--- src/inc/prag_cfg.svh ---
// constants for the pc-relative address generator
`ifndef PRAG_CFG_SVH
`define PRAG_CFG_SVH
`define PRAG_SP_IDX 4'hd
`define PRAG_PC_IDX 4'hf
`define PRAG_OFS_MAX 12'hfff
`define PRAG_N_OP16 5'h14
`define PRAG_W_OP1 5'h1e
`define PRAG_W_OP2 1'h0
`define PRAG_W_SUB 5'h0a
`define PRAG_W_ADD 5'h00
`define PRAG_W_TAIL 1'h1
`define PRAG_N_BIT 31
`define PRAG_Z_BIT 30
`define PRAG_C_BIT 29
`define PRAG_V_BIT 28
`endif

--- src/inc/prag_pkg.sv ---
// types for the pc-relative address generator
package prag_pkg;
	typedef enum logic [3:0] {
		PRAG_EQ, PRAG_NE, PRAG_CS, PRAG_CC, PRAG_MI, PRAG_PL, PRAG_VS,
		PRAG_VC, PRAG_HI, PRAG_LS, PRAG_GE, PRAG_LT, PRAG_GT, PRAG_LE,
		PRAG_AL, PRAG_NV
	} prag_cond_t;
	typedef enum logic [1:0] {
		PRAG_ST_IDLE, PRAG_ST_DONE, PRAG_ST_FAULT
	} prag_state_t;
endpackage

--- src/prag_top.sv ---
// pc-relative address generation: decode and execute
// Overview of operation
// - destination gets word-aligned program counter plus offset
// - offsets from -4095 to +4095 bytes
// - sp or pc destination flagged invalid when the condition passes
// - condition flags never change
// - failed condition leaves destination unwritten
// - wide form gives full range, unaligned
`timescale 1ns/1ns
`default_nettype none
`include "prag_cfg.svh"
module prag_top
	import prag_pkg::*;
#(
	parameter int DW = 32 // datapath width
)(
	input wire logic clock_in, // core clock
	input wire logic resetn_in, // async reset, active low
	input wire logic ce_in, // clock enable
	input wire logic issue_in, // instruction valid
	input wire logic [31:0] insn_in, // instruction, wide: hw1 in [31:16]
	input wire logic wide_in, // 1: 32-bit encoding
	input wire logic [DW-1:0] pc_in, // program counter as read
	input wire logic [3:0] cond_in, // condition from it-block
	input wire logic [DW-1:0] flags_in, // current flag word
	output logic match_out, // instruction is this kind
	output logic wr_en_out, // register write pulse
	output logic [3:0] wr_idx_out, // destination index
	output logic [DW-1:0] wr_data_out, // computed address
	output logic [DW-1:0] flags_out, // flags passed unchanged
	output logic invalid_out, // unpredictable encoding pulse
	output logic skipped_out // condition failed pulse
);
	// narrow form: 10100 ddd iiiiiiii, offset = imm8*4 from aligned pc
	wire logic [15:0] hw0 = insn_in[15:0];
	wire logic [15:0] hw1 = insn_in[31:16];

	// narrow fields
	wire logic [4:0] n_op = hw0[15:11];
	wire logic [2:0] n_rd = hw0[10:8];
	wire logic [7:0] n_imm8 = hw0[7:0];
	wire logic n_match = !wide_in && n_op == `PRAG_N_OP16;

	// wide form: 11110 i 10 a 0 a 0 1111 / 0 iii dddd iiiiiiii
	wire logic [4:0] w_op1 = hw1[15:11];
	wire logic w_i = hw1[10];
	wire logic w_fix = hw1[9];
	wire logic [4:0] w_opc = hw1[8:4];
	wire logic [3:0] w_rn = hw1[3:0];
	wire logic w_op2 = hw0[15];
	wire logic [2:0] w_imm3 = hw0[14:12];
	wire logic [3:0] w_rd = hw0[11:8];
	wire logic [7:0] w_imm8 = hw0[7:0];

	// wide decode: add and subtract share all but the opcode bits
	wire logic w_head = w_op1 == `PRAG_W_OP1 && w_fix;
	wire logic w_sub = w_opc == `PRAG_W_SUB;
	wire logic w_add = w_opc == `PRAG_W_ADD;
	wire logic w_rn_pc = w_rn == `PRAG_PC_IDX;
	// the narrow form tops out at 1020 and is word-stepped, so the
	// wide form is the only way to the full range and odd results
	wire logic w_match = wide_in && w_head && (w_sub || w_add)
		&& w_rn_pc && w_op2 == `PRAG_W_OP2;
	wire logic is_adr = n_match || w_match;

	// offset magnitude and direction
	wire logic [11:0] w_imm = {w_i, w_imm3, w_imm8};
	wire logic [11:0] n_imm = {2'h0, n_imm8, 2'h0};
	wire logic [11:0] mag = wide_in ? w_imm : n_imm;
	wire logic neg = wide_in && w_sub;

	// destination and the two targets that must be refused
	wire logic [3:0] dst = wide_in ? w_rd : {1'b0, n_rd};
	wire logic dst_sp = dst == `PRAG_SP_IDX;
	wire logic dst_pc = dst == `PRAG_PC_IDX;
	wire logic bad_dst = dst_sp || dst_pc;

	// the pc is word-aligned first, so only the wide form yields odd
	// results; bit 0 is never forced for exchange targets
	wire logic [DW-1:0] base = {pc_in[DW-1:2], 2'h0};
	wire logic [DW-1:0] ofs = DW'(mag);

	// subtract as add of the inverted offset with carry in set
	wire logic [DW-1:0] ofs_x = neg ? ~ofs : ofs;
	wire logic [DW-1:0] carry;
	wire logic [DW-1:0] sum;
	assign carry[0] = neg;

	genvar b;
	generate
		for (b = 0; b < DW; b = b + 1) begin : g_add
			assign sum[b] = base[b] ^ ofs_x[b] ^ carry[b];
			if (b < DW - 1) begin : g_cy
				// carry out of the top bit is dropped: wraps modulo 2^DW
				assign carry[b + 1] = (base[b] & ofs_x[b])
					| (carry[b] & (base[b] ^ ofs_x[b]));
			end
		end
	endgenerate

	// condition check against the current flags
	wire logic pass;
	prag_cond_eval u_cond (
		.cond_in(cond_in),
		.nzcv_in(flags_in[`PRAG_N_BIT:`PRAG_V_BIT]),
		.pass_out(pass)
	);

	// one accepted instruction gives exactly one of three answers
	wire logic go = ce_in && issue_in && is_adr;
	wire logic take = go && pass;
	wire logic fault = take && bad_dst;
	wire logic write = take && !bad_dst;
	wire logic fail = go && !pass;

	prag_state_t st_q, st_d;
	prag_state_t st_hit;
	logic [3:0] idx_q;
	logic [DW-1:0] data_q;
	logic skip_q;

	always_comb begin
		st_hit = PRAG_ST_IDLE;
		if (fault) begin
			st_hit = PRAG_ST_FAULT;
		end else if (write) begin
			st_hit = PRAG_ST_DONE;
		end
	end

	// every answer lasts one enabled cycle, then follows the next issue
	always_comb begin
		unique case (st_q)
			PRAG_ST_IDLE: begin
				st_d = st_hit;
			end
			PRAG_ST_DONE: begin
				st_d = st_hit;
			end
			PRAG_ST_FAULT: begin
				st_d = st_hit;
			end
			default: begin
				st_d = PRAG_ST_IDLE;
			end
		endcase
	end

	always_ff @(posedge clock_in or negedge resetn_in) begin
		if (!resetn_in) begin
			st_q <= PRAG_ST_IDLE;
		end else if (ce_in) begin
			st_q <= st_d;
		end
	end

	always_ff @(posedge clock_in or negedge resetn_in) begin
		if (!resetn_in) begin
			skip_q <= 1'b0;
		end else if (ce_in) begin
			skip_q <= fail;
		end
	end

	// refused or skipped instructions leave the last result in place
	always_ff @(posedge clock_in or negedge resetn_in) begin
		if (!resetn_in) begin
			idx_q <= 4'h0;
		end else if (ce_in && write) begin
			idx_q <= dst;
		end
	end

	always_ff @(posedge clock_in or negedge resetn_in) begin
		if (!resetn_in) begin
			data_q <= '0;
		end else if (ce_in && write) begin
			data_q <= sum;
		end
	end

	// match is a level on the current inputs, not a registered answer
	assign match_out = issue_in && is_adr;

	assign wr_en_out = st_q == PRAG_ST_DONE;
	assign invalid_out = st_q == PRAG_ST_FAULT;
	assign skipped_out = skip_q;

	assign wr_idx_out = idx_q;
	assign wr_data_out = data_q;

	// flags pass straight through: nothing here computes a flag
	assign flags_out = flags_in;

endmodule
`default_nettype wire

--- src/prag_cond_eval.sv ---
// condition code evaluation against the n, z, c, v flags
`timescale 1ns/1ns
`default_nettype none
module prag_cond_eval
	import prag_pkg::*;
(
	input wire logic [3:0] cond_in, // condition field
	input wire logic [3:0] nzcv_in, // flags n z c v
	output logic pass_out // condition holds
);
	wire n = nzcv_in[3];
	wire z = nzcv_in[2];
	wire c = nzcv_in[1];
	wire v = nzcv_in[0];
	always_comb begin
		unique case (prag_cond_t'(cond_in))
			PRAG_EQ: pass_out = z;
			PRAG_NE: pass_out = !z;
			PRAG_CS: pass_out = c;
			PRAG_CC: pass_out = !c;
			PRAG_MI: pass_out = n;
			PRAG_PL: pass_out = !n;
			PRAG_VS: pass_out = v;
			PRAG_VC: pass_out = !v;
			PRAG_HI: pass_out = c && !z;
			PRAG_LS: pass_out = !c || z;
			PRAG_GE: pass_out = n == v;
			PRAG_LT: pass_out = n != v;
			PRAG_GT: pass_out = !z && (n == v);
			PRAG_LE: pass_out = z || (n != v);
			PRAG_AL: pass_out = 1'b1;
			PRAG_NV: pass_out = 1'b1;
		endcase
	end
endmodule
`default_nettype wire

--- config.mk ---
export PLATFORM = sky130hd
export DESIGN_NAME = prag_top
export DESIGN_NICKNAME = d
export VERILOG_FILES = /design/src/inc/prag_pkg.sv /design/src/prag_top.sv /design/src/prag_cond_eval.sv
export VERILOG_INCLUDE_DIRS = /design/src /design/src/inc
export SDC_FILE = /design/constraint.sdc
export NUM_CORES = 1
export LEC_CHECK = 0
export BUFFER_PORTS_ARGS = -buffer_cell sky130_fd_sc_hd__buf_4
export CORE_ASPECT_RATIO = 0.6
export CORE_UTILIZATION = 40
export DETAILED_ROUTE_END_ITERATION = 16
export GPL_ROUTABILITY_DRIVEN = 1
export PLACE_DENSITY = 0.73
export SLEW_MARGIN = 20
export SYNTH_ARGS = -nofsm -noshare
export SYNTH_HDL_FRONTEND = slang
export SYNTH_SLANG_ARGS = --single-unit
--- constraint.sdc ---
create_clock -name clock_in -period 1.6 [get_ports clock_in]
set_clock_uncertainty 0.15 [all_clocks]
set_input_delay 0.24 -clock clock_in [delete_from_list [all_inputs] [get_ports clock_in]]
set_output_delay 0.24 -clock clock_in [all_outputs]
set_load 0.02 [all_outputs]
==> results of run 1 <==
registers in the layout, indices dropped and copies added (netlist names):
name and flops:
skipped_out 1, wr_idx_out 4, st_q 2, wr_data_out 32
worst register-to-register path: cells and delay by family (launching register included):
kind	cells	cell delay [ps]
flip-flops	1	410
AND/OR/NAND/NOR	2	160
AO/OA/AOI/OAI	1	260
cell usage in the layout (no fill, tap or decap), types with 2 or more instances in the layout:
cell / count
sky130_fd_sc_hd__xnor2_1: 30
sky130_fd_sc_hd__o21ai_1: 3
sky130_fd_sc_hd__mux2_1: 3
sky130_fd_sc_hd__mux2_4: 20
sky130_fd_sc_hd__ha_2: 4
sky130_fd_sc_hd__nor2b_1: 3
sky130_fd_sc_hd__a21oi_1: 4
sky130_fd_sc_hd__inv_1: 25
sky130_fd_sc_hd__nand2_1: 16
sky130_fd_sc_hd__clkbuf_16: 5
sky130_fd_sc_hd__nand4_1: 4
sky130_fd_sc_hd__buf_16: 2
sky130_fd_sc_hd__a21o_1: 19
sky130_fd_sc_hd__nand2b_1: 2
sky130_fd_sc_hd__dfrtp_1: 39
sky130_fd_sc_hd__and3_1: 2
sky130_fd_sc_hd__inv_2: 2
sky130_fd_sc_hd__ha_1: 4
sky130_fd_sc_hd__buf_6: 18
sky130_fd_sc_hd__and2_1: 2
sky130_fd_sc_hd__o32a_1: 2
sky130_fd_sc_hd__xor2_1: 3
sky130_fd_sc_hd__mux2i_1: 12
sky130_fd_sc_hd__o21ai_0: 7
sky130_fd_sc_hd__fa_2: 10
sky130_fd_sc_hd__nand3_1: 2
sky130_fd_sc_hd__ha_4: 12
sky130_fd_sc_hd__buf_4: 132
sky130_fd_sc_hd__nor2_1: 4
sky130_fd_sc_hd__nor3_4: 2
worst paths after layout:
kind | end | cells past startpoint
max reg2reg | st_q[0] | 3
min in group asynchronous | wr_data_out[23] | 2
min | wr_idx_out[1] | 2
max in group asynchronous | wr_data_out[11] | 2
min reg2reg | wr_data_out[29] | 1
max | wr_data_out[31] | 59
per-layer routing:
metal  vias up  routed length [microns]  part of all wire [%]
li1       1222                        -                     -
met4         0                        8                 0.099
met1      1185                     3940                    49
met5         -                        0                     0
met2        90                     3690                    46
met3         2                      460                   5.7
per-stage QoR:
| stage | power, uW | instance area, sq um |
|---|---|---|
| 3_5_place_dp | 1870 | 4150 |
| 6_report | 2880 | 4720 |
| 5_1_grt | 3030 | 4720 |
| 2_1_floorplan | 1570 | 3250 |
| 4_1_cts | 2890 | 4650 |
| 3_3_place_gp | 1850 | 4150 |
logic make-up (layout without fill, tap and decap cells):
family                   Yosys count  in the layout  synth area share, %
multiplexers                      35             35                 12.5
AND/OR/NAND/NOR                   48             48                 8.37
buffers and inverters             70            191                 13.4
adder cells (fa/ha/maj)           30             30                 14.6
AO/OA/AOI/OAI                     43             43                 9.71
flip-flops                        39             39                 31.5
XOR/XNOR                          35             35                 9.91
cell type report:
| type | count | area share, % |
|---|---|---|
| multi-input cells | 191 | 43.4 |
| repair buffers | 156 | 28.1 |
| flip-flops and latches | 39 | 20.7 |
| well taps | 104 | 2.75 |
| clock buffers | 6 | 2.73 |
| inverters | 27 | 2.15 |
| clock inverters | 2 | 0.265 |
power by group through the flow:
stage | Sequential (uW) | Combinational (uW) | Clock (uW)
after floorplan | 1170 | 407 | 0
after global placement | 1090 | 761 | 0
after detailed placement | 1100 | 777 | 0
after CTS | 1080 | 823 | 983
after global routing | 1090 | 917 | 1020
final | 1080 | 832 | 963
timing repair:
| action | CTS | global route |
|---|---|---|
| pin swaps | 7 | 6 |
| setup buffers | 8 | 3 |
| endpoints found under the hold margin | 39 | 0 |
| hold buffers | 1 | 0 |
| setup endpoints to repair | 39 | 40 |
| gates resized for setup | 46 | 14 |
| gates cloned | 3 | 0 |
==> summary.md, run 1 <==
| Metric | Value |
|---|---|
| Final WS setup | `-8410 ps` |
| Routed WL | `8.10 mm` |
| RSZ-0062 raised after global routing | `yes` |
| Remaining number of nets flagged by the antenna check after routing | `0` |
| Worst ir drop on vdd | `0.331 mV` |
| Category of cells accounting for the largest share of critical-path delay | `adder cells` |
| Total buffers and inverters traversed by the critical path | `3` |
| Leakage dissipation | `0.00249 uW` |
| Relative max-transition margin | `66.3%` |
| Post-Place Worst Slack | `-8670 ps` |
| Number of cells in the design after placement | `506` |
| Count of input and output buffers | `118` |
| Global-route wire length before repair | `12.9 mm` |
| Horizontal extent of the die | `116 microns` |
| Combined area of the multi-input logic cells | `2050 sq um` |
| Upper clock frequency limit | `99.9 MHz` |
| Clock share of power | `33.5%` |
| Share of the synthesized area in the top cell type | `31.5%` |
| Areal power density over the cells | `609 nW/um^2` |
| Die Footprint | `8100 sq um` |
| Share of the cycle needed by the critical path after routing | `626%` |
| Register share of total power | `37.6%` |
| Sequential area share after synthesis | `31.5%` |
| Sw power | `812 uW` |
| Total overflow reported by the global router | `0` |
| Critical path's largest stage delay | `290 ps` |
| Critical Path AT | `10020 ps` |
| Global route hottest layer | `met2` |
| Vias in the first global route | `2628` |
| Final setup vio count | `39` |
| Slowest cell on crit path | `sky130_fd_sc_hd__mux2_1` |
| Area Growth Syn to Fin | `52.6%` |
| Starting density of the core | `41.9%` |
| Number of violations of the max-capacitance limit | `0` |
| Crit path kind | `input port to flip-flop` |
| Critical Path Most Common Cell | `sky130_fd_sc_hd__a21o_1` |
| Row count | `24` |
| Final standard cell count with taps included and fillers excluded | `525` |
| Critical path fanouts, max | `5` |
| Combinational fraction of design power | `28.9%` |
| Layout cells sized above 1 | `53.2%` |
| Maximum number of pins on one net before global-route repair | `40` |
| Register bit total from synthesis | `39` |
| Global-route met3 utilization | `5.82%` |
| Kind of end point of the critical path | `flip-flop` |
| Count of inserted antenna diode cells | `0` |
| Maximum clock insertion buffer count | `2` |
| Tightest Hold Check Type | `input port to flip-flop` |
| Proportion of register bits with asynchronous set or reset after synthesis | `100%` |
| CTS tree | `yes` |
| Dominant cell by count in the synthesized netlist | `sky130_fd_sc_hd__dfrtp_1` |
| Min-delay src | `insn_in[9]` |
| Nets | `555` |
| Final core utilization | `63.9%` |
| Number of enable flip-flop cells after synthesis | `0` |
| Clock-pin slew on the worst setup and hold paths | `60 ps` |
| Proportion of total power due to net switching | `28.2%` |
| Count of unique library cells instantiated by Yosys | `44` |
| Post-Synthesis Mean Instance Area | `10.3 sq um` |
| I/O pins | `177` |
| Failing checks | `setup timing` |
| Met2 routing resource usage after global routing | `33.1%` |
| Total routing usage reported by global routing | `20.8%` |
| Worst hold slack | `42.9 ps` |
| Setup slack, reg-to-reg | `520 ps` |
| Std-Cell Core Area | `7390 sq um` |
| Post-synth top flop | `sky130_fd_sc_hd__dfrtp_1` |
| FF+latch area | `976 sq um` |
| Routed length per instance | `15.4 microns` |
| Clock latency at the later pin of the worst-skew pair | `280 ps` |
| Startpoint of the worst-slack reg-to-reg timing path | `st_q[1]` |
| Vertical extent of the die | `70.1 microns` |
| Cell area after technology mapping | `3090 sq um` |
| Worst-margin pin slew | `505 ps` |
| Cell types with the highest counts after synthesis | `sky130_fd_sc_hd__dfrtp_1, sky130_fd_sc_hd__buf_4, sky130_fd_sc_hd__xnor2_1` |
| Number of buffers inserted during clock tree synthesis | `5` |
| Initial antenna violation count | `0` |
| Critical Path Source Type | `input port` |
| Cell count after synthesis | `300` |
| Origin of the worst setup path | `insn_in[20]` |
| Number of levels in the clock H-tree | `2` |
| Post-synth net total | `435` |
| Via density | `4.76` |
| Count of unresolved DRC violations after routing | `0` |
| Top area cells in the synthesized netlist | `sky130_fd_sc_hd__dfrtp_1, sky130_fd_sc_hd__xnor2_1, sky130_fd_sc_hd__buf_4` |
| Fraction of met1 tracks used by global routing | `28.6%` |
| First-pass detailed-route iteration total | `4` |
| Run status | `finished, violations left` |
| Final Wtd Congestion | `0.726` |
| Fill cell count | `615` |
| Root buf cell | `sky130_fd_sc_hd__clkbuf_16` |
| Routed vias | `2499` |
| DP HPWL | `5.79 mm` |
| Number of clock sinks | `39` |
| Final slew viol count | `0` |
| Detailed Route Iter0 Violations | `55` |
| Internal portion of total power | `2060 uW` |
| Total number of yosys warnings | `0` |
| Sum of negative setup slack | `-144700 ps` |
| Final Hold Vio Count | `0` |
| Final critical-path required period | `10010 ps` |
| Dominant cell type by area after synthesis | `sky130_fd_sc_hd__dfrtp_1` |
| CP required | `1610 ps` |
Note: power is estimated with default switching activity, not from simulation.
==> inputs of run 2 (changes only) <==
--- a/config.mk
+++ b/config.mk
@@ -6,12 +6,13 @@
 export SDC_FILE = /design/constraint.sdc
 export NUM_CORES = 1
 export LEC_CHECK = 0
+export ABC_AREA = 1
 export BUFFER_PORTS_ARGS = -buffer_cell sky130_fd_sc_hd__buf_4
 export CORE_ASPECT_RATIO = 0.6
 export CORE_UTILIZATION = 40
 export DETAILED_ROUTE_END_ITERATION = 16
 export GPL_ROUTABILITY_DRIVEN = 1
-export PLACE_DENSITY = 0.73
+export PLACE_DENSITY = 0.71
 export SLEW_MARGIN = 20
 export SYNTH_ARGS = -nofsm -noshare
 export SYNTH_HDL_FRONTEND = slang
==> run 2 against run 1 <==
Effect of this change: the flow still finishes with violations (setup timing); worst setup slack got worse by 85 ps; die area grew 9.6%; area after synthesis is 9.8% higher; total power grew 11%; design area grew 19%; global-route usage up 2.2 points; fmax fell by 0.84%; largest power group is now the clock network.
==> summary.md, run 2 <==
| Metric | Value |
|---|---|
| Area share of xor/xnor cells in the synthesized design | `5.93% (was 9.91%)` |
| Slowest cell on crit path | `sky130_fd_sc_hd__fa_2 (was sky130_fd_sc_hd__mux2_1)` |
| Areal power density over the cells | `567 nW/um^2 (was 609 nW/um^2)` |
| Post-synth net total | `589 (was 435)` |
| Total routing usage reported by global routing | `23.0% (was 20.8%)` |
| Routed vias | `3329 (was 2499)` |
| Clock latency at the later pin of the worst-skew pair | `290 ps (was 280 ps)` |
| Critical path's largest stage delay | `220 ps (was 290 ps)` |
| Share of the synthesized area in the top cell type | `28.7% (was 31.5%)` |
| Upper clock frequency limit | `99.1 MHz (was 99.9 MHz)` |
| Critical Path AT | `10180 ps (was 10020 ps)` |
| Proportion of total power due to net switching | `30.3% (was 28.2%)` |
| Die Footprint | `8880 sq um (was 8100 sq um)` |
| Via density | `4.69 (was 4.76)` |
| Vias in the first global route | `3275 (was 2628)` |
| Row count | `25 (was 24)` |
| Number of clock sinks | `39 (unchanged)` |
| Crit path kind | `input port to flip-flop (unchanged)` |
| Std-Cell Core Area | `8040 sq um (was 7390 sq um)` |
| Worst ir drop on vdd | `0.576 mV (was 0.331 mV)` |
| Register bit total from synthesis | `39 (unchanged)` |
| Cell area after technology mapping | `3400 sq um (was 3090 sq um)` |
| Nets | `736 (was 555)` |
| Sequential area share after synthesis | `28.7% (was 31.5%)` |
| Dominant cell type by area after synthesis | `sky130_fd_sc_hd__dfrtp_1 (unchanged)` |
| Total overflow reported by the global router | `0 (unchanged)` |
| Combinational fraction of design power | `31.7% (was 28.9%)` |
| Starting density of the core | `42.3% (was 41.9%)` |
| Post-Synthesis Mean Instance Area | `7.48 sq um (was 10.3 sq um)` |
| Layout cells sized above 1 | `53.0% (was 53.2%)` |
| Total number of yosys warnings | `0 (unchanged)` |
| Worst-margin pin slew | `545 ps (was 505 ps)` |
| Number of levels in the clock H-tree | `2 (unchanged)` |
| Number of violations of the max-capacitance limit | `0 (unchanged)` |
| Maximum number of pins on one net before global-route repair | `40 (unchanged)` |
| Horizontal extent of the die | `121 microns (was 116 microns)` |
| Final setup vio count | `40 (was 39)` |
| Final critical-path required period | `10090 ps (was 10010 ps)` |
| Initial antenna violation count | `0 (unchanged)` |
| Clock-pin slew on the worst setup and hold paths | `60 ps (about the same)` |
| Post-synth top flop | `sky130_fd_sc_hd__dfrtp_1 (unchanged)` |
| Count of unique library cells instantiated by Yosys | `31 (was 44)` |
| Vertical extent of the die | `73.4 microns (was 70.1 microns)` |
| Kind of end point of the critical path | `flip-flop (unchanged)` |
| First-pass detailed-route iteration total | `4 (unchanged)` |
| Count of input and output buffers | `118 (unchanged)` |
| Most common cell after layout, fill and taps aside | `sky130_fd_sc_hd__buf_4 (unchanged)` |
| Detailed Route Iter0 Violations | `151 (was 55)` |
| Sum of negative setup slack | `-140000 ps (was -144700 ps)` |
| Area Growth Syn to Fin | `65.1% (was 52.6%)` |
| Root buf cell | `sky130_fd_sc_hd__clkbuf_16 (unchanged)` |
| Number of buffers inserted during clock tree synthesis | `5 (unchanged)` |
| Proportion of synthesized area in mux cells | `0% (was 12.5%)` |
| Count of unresolved DRC violations after routing | `0 (unchanged)` |
| Worst hold slack | `6.19 ps (was 42.9 ps)` |
| RSZ-0062 raised after global routing | `yes (unchanged)` |
| Final WS setup | `-8490 ps (was -8410 ps)` |
| Cell count after synthesis | `454 (was 300)` |
| Area share of fa/ha/maj cells after synthesis | `13.3% (was 14.6%)` |
| Count of inserted antenna diode cells | `0 (unchanged)` |
| Combinational family with the most area after synthesis | `simple AND/OR/NAND/NOR gates (was adder cells)` |
| Share of the cycle needed by the critical path after routing | `631% (was 626%)` |
| Critical Path Source Type | `input port (unchanged)` |
| Internal portion of total power | `2220 uW (was 2060 uW)` |
| Remaining number of nets flagged by the antenna check after routing | `0 (unchanged)` |
| Critical path fanouts, max | `3 (was 5)` |
| Tightest Hold Check Type | `input port to flip-flop (unchanged)` |
| Final core utilization | `69.8% (was 63.9%)` |
| Relative max-transition margin | `63.7% (was 66.3%)` |
| Maximum clock insertion buffer count | `2 (unchanged)` |
| Final slew viol count | `0 (unchanged)` |
| Failing checks | `setup timing (unchanged)` |
| Number of enable flip-flop cells after synthesis | `0 (unchanged)` |
| Final Wtd Congestion | `0.821 (was 0.726)` |
| Routed length per instance | `14.5 microns (was 15.4 microns)` |
| Register share of total power | `33.9% (was 37.6%)` |
| Routed WL | `10.3 mm (was 8.10 mm)` |
| Global-route wire length before repair | `15.6 mm (was 12.9 mm)` |
| Leakage dissipation | `0.00297 uW (was 0.00249 uW)` |
| Sw power | `963 uW (was 812 uW)` |
| Compound-Gate Fraction of Synth Area | `8.29% (was 9.70%)` |
| CTS tree | `yes (unchanged)` |
| Proportion of register bits with asynchronous set or reset after synthesis | `100% (unchanged)` |
| Critical Path Most Common Cell | `sky130_fd_sc_hd__ha_4 (was sky130_fd_sc_hd__a21o_1)` |
| Run status | `finished, violations left (unchanged)` |
| Top area cells in the synthesized netlist | `sky130_fd_sc_hd__dfrtp_1, sky130_fd_sc_hd__nand2_1, sky130_fd_sc_hd__buf_4 (was sky130_fd_sc_hd__dfrtp_1, sky130_fd_sc_hd__xnor2_1, sky130_fd_sc_hd__buf_4)` |
| DP HPWL | `7.05 mm (was 5.79 mm)` |
| I/O pins | `177 (unchanged)` |
| Most frequent cells in the layout | `sky130_fd_sc_hd__buf_4, sky130_fd_sc_hd__nand2_1, sky130_fd_sc_hd__inv_1 (was sky130_fd_sc_hd__buf_4, sky130_fd_sc_hd__dfrtp_1, sky130_fd_sc_hd__xnor2_1)` |
| Dominant cell by count in the synthesized netlist | `sky130_fd_sc_hd__nand2_1 (was sky130_fd_sc_hd__dfrtp_1)` |
| CP required | `1680 ps (was 1610 ps)` |
| Cell types with the highest counts after synthesis | `sky130_fd_sc_hd__nand2_1, sky130_fd_sc_hd__inv_1, sky130_fd_sc_hd__dfrtp_1 (was sky130_fd_sc_hd__dfrtp_1, sky130_fd_sc_hd__buf_4, sky130_fd_sc_hd__xnor2_1)` |
| Flip-flop count of the largest register after layout | `32 (unchanged)` |
| Fill cell count | `609 (was 615)` |
| Final Hold Vio Count | `0 (unchanged)` |
| Clock share of power | `34.5% (was 33.5%)` |
| Synthesized-area fraction occupied by and/or/nand/nor cells | `26.3% (was 8.37%)` |
-- run 2: cell type report --
class | instances | area (sq um) | share of cell area, %
Clock buffer | 8 | 156 | 2.79
Inverter | 67 | 251 | 4.48
Multi-Input combinational cell | 301 | 2420 | 43.1
Sequential cell | 39 | 976 | 17.4
Tap cell | 108 | 135 | 2.41
Timing Repair Buffer | 187 | 1670 | 29.8
-- run 2: path summary, 6_finish.rpt --
check / from / endpoint / slack [ps] / cells past startpoint
setup / recovery: insn_in[20] / wr_data_out[31] / -8490 / 60
hold / removal: insn_in[9] / wr_idx_out[1] / 6 / 3
setup reg to reg: st_q[0] / st_q[1] / 700 / 3
hold reg to reg: wr_data_out[12] / wr_data_out[12] / 330 / 2
max in group asynchronous: resetn_in / st_q[0] / 590 / 2
min in group asynchronous: resetn_in / wr_data_out[3] / 330 / 2
-- run 2: critical path: cells and delay by family --
family / cells / cell delay (ps)
AOI/OAI and AO/OA: 20 / 3940
xor gates and xnor gates: 1 / 130
adders and majority gates: 30 / 5140
buffers and inverters: 4 / 310
and+or+nand+nor: 5 / 420
-- run 2: layer usage --
layer / part of all wire, % / GRT usage [%]
met5: 0 / 0
met4: 1.3 / 6.72
met3: 8.1 / 5.20
met2: 48 / 38.1
met1: 43 / 30.2
-- run 2: cell families after synthesis --
| group | count (synthesis) |
|---|---|
| flops | 39 |
| buf+inv | 114 |
| simple gates | 209 |
| xor+xnor | 23 |
| fa+ha+maj | 30 |
| compound gates | 39 |
-- run 2: stage by stage --
step	total power, uW	setup WS (ps)	instance area (sq um)	cells
final	3180	-8490	5610	710
after global routing	3350	-8790	5610	710
after CTS	3130	-8480	5300	698
after detailed placement	1990	-8850	4940	681
after global placement	1970	-8660	4940	681
after floorplan	1660	-8450	3900	454
-- run 2: what timing repair did --
action                                  in CTS  in global routing
cloned                                       1                  4
endpoints found under the setup margin      39                 40
setup buffers                                7                 10
hold buffers                                 1                  0
pin swaps                                    3                 24
gates resized for setup                     30                 56
endpoints found under the hold margin       39                  0
-- run 2: power by group through the flow --
stage	registers, uW	clock network, uW	logic [uW]
after floorplan	1160	0	503
after global placement	1090	0	876
after detailed placement	1090	0	901
after CTS	1070	1110	946
after global routing	1080	1150	1110
final	1080	1090	1010
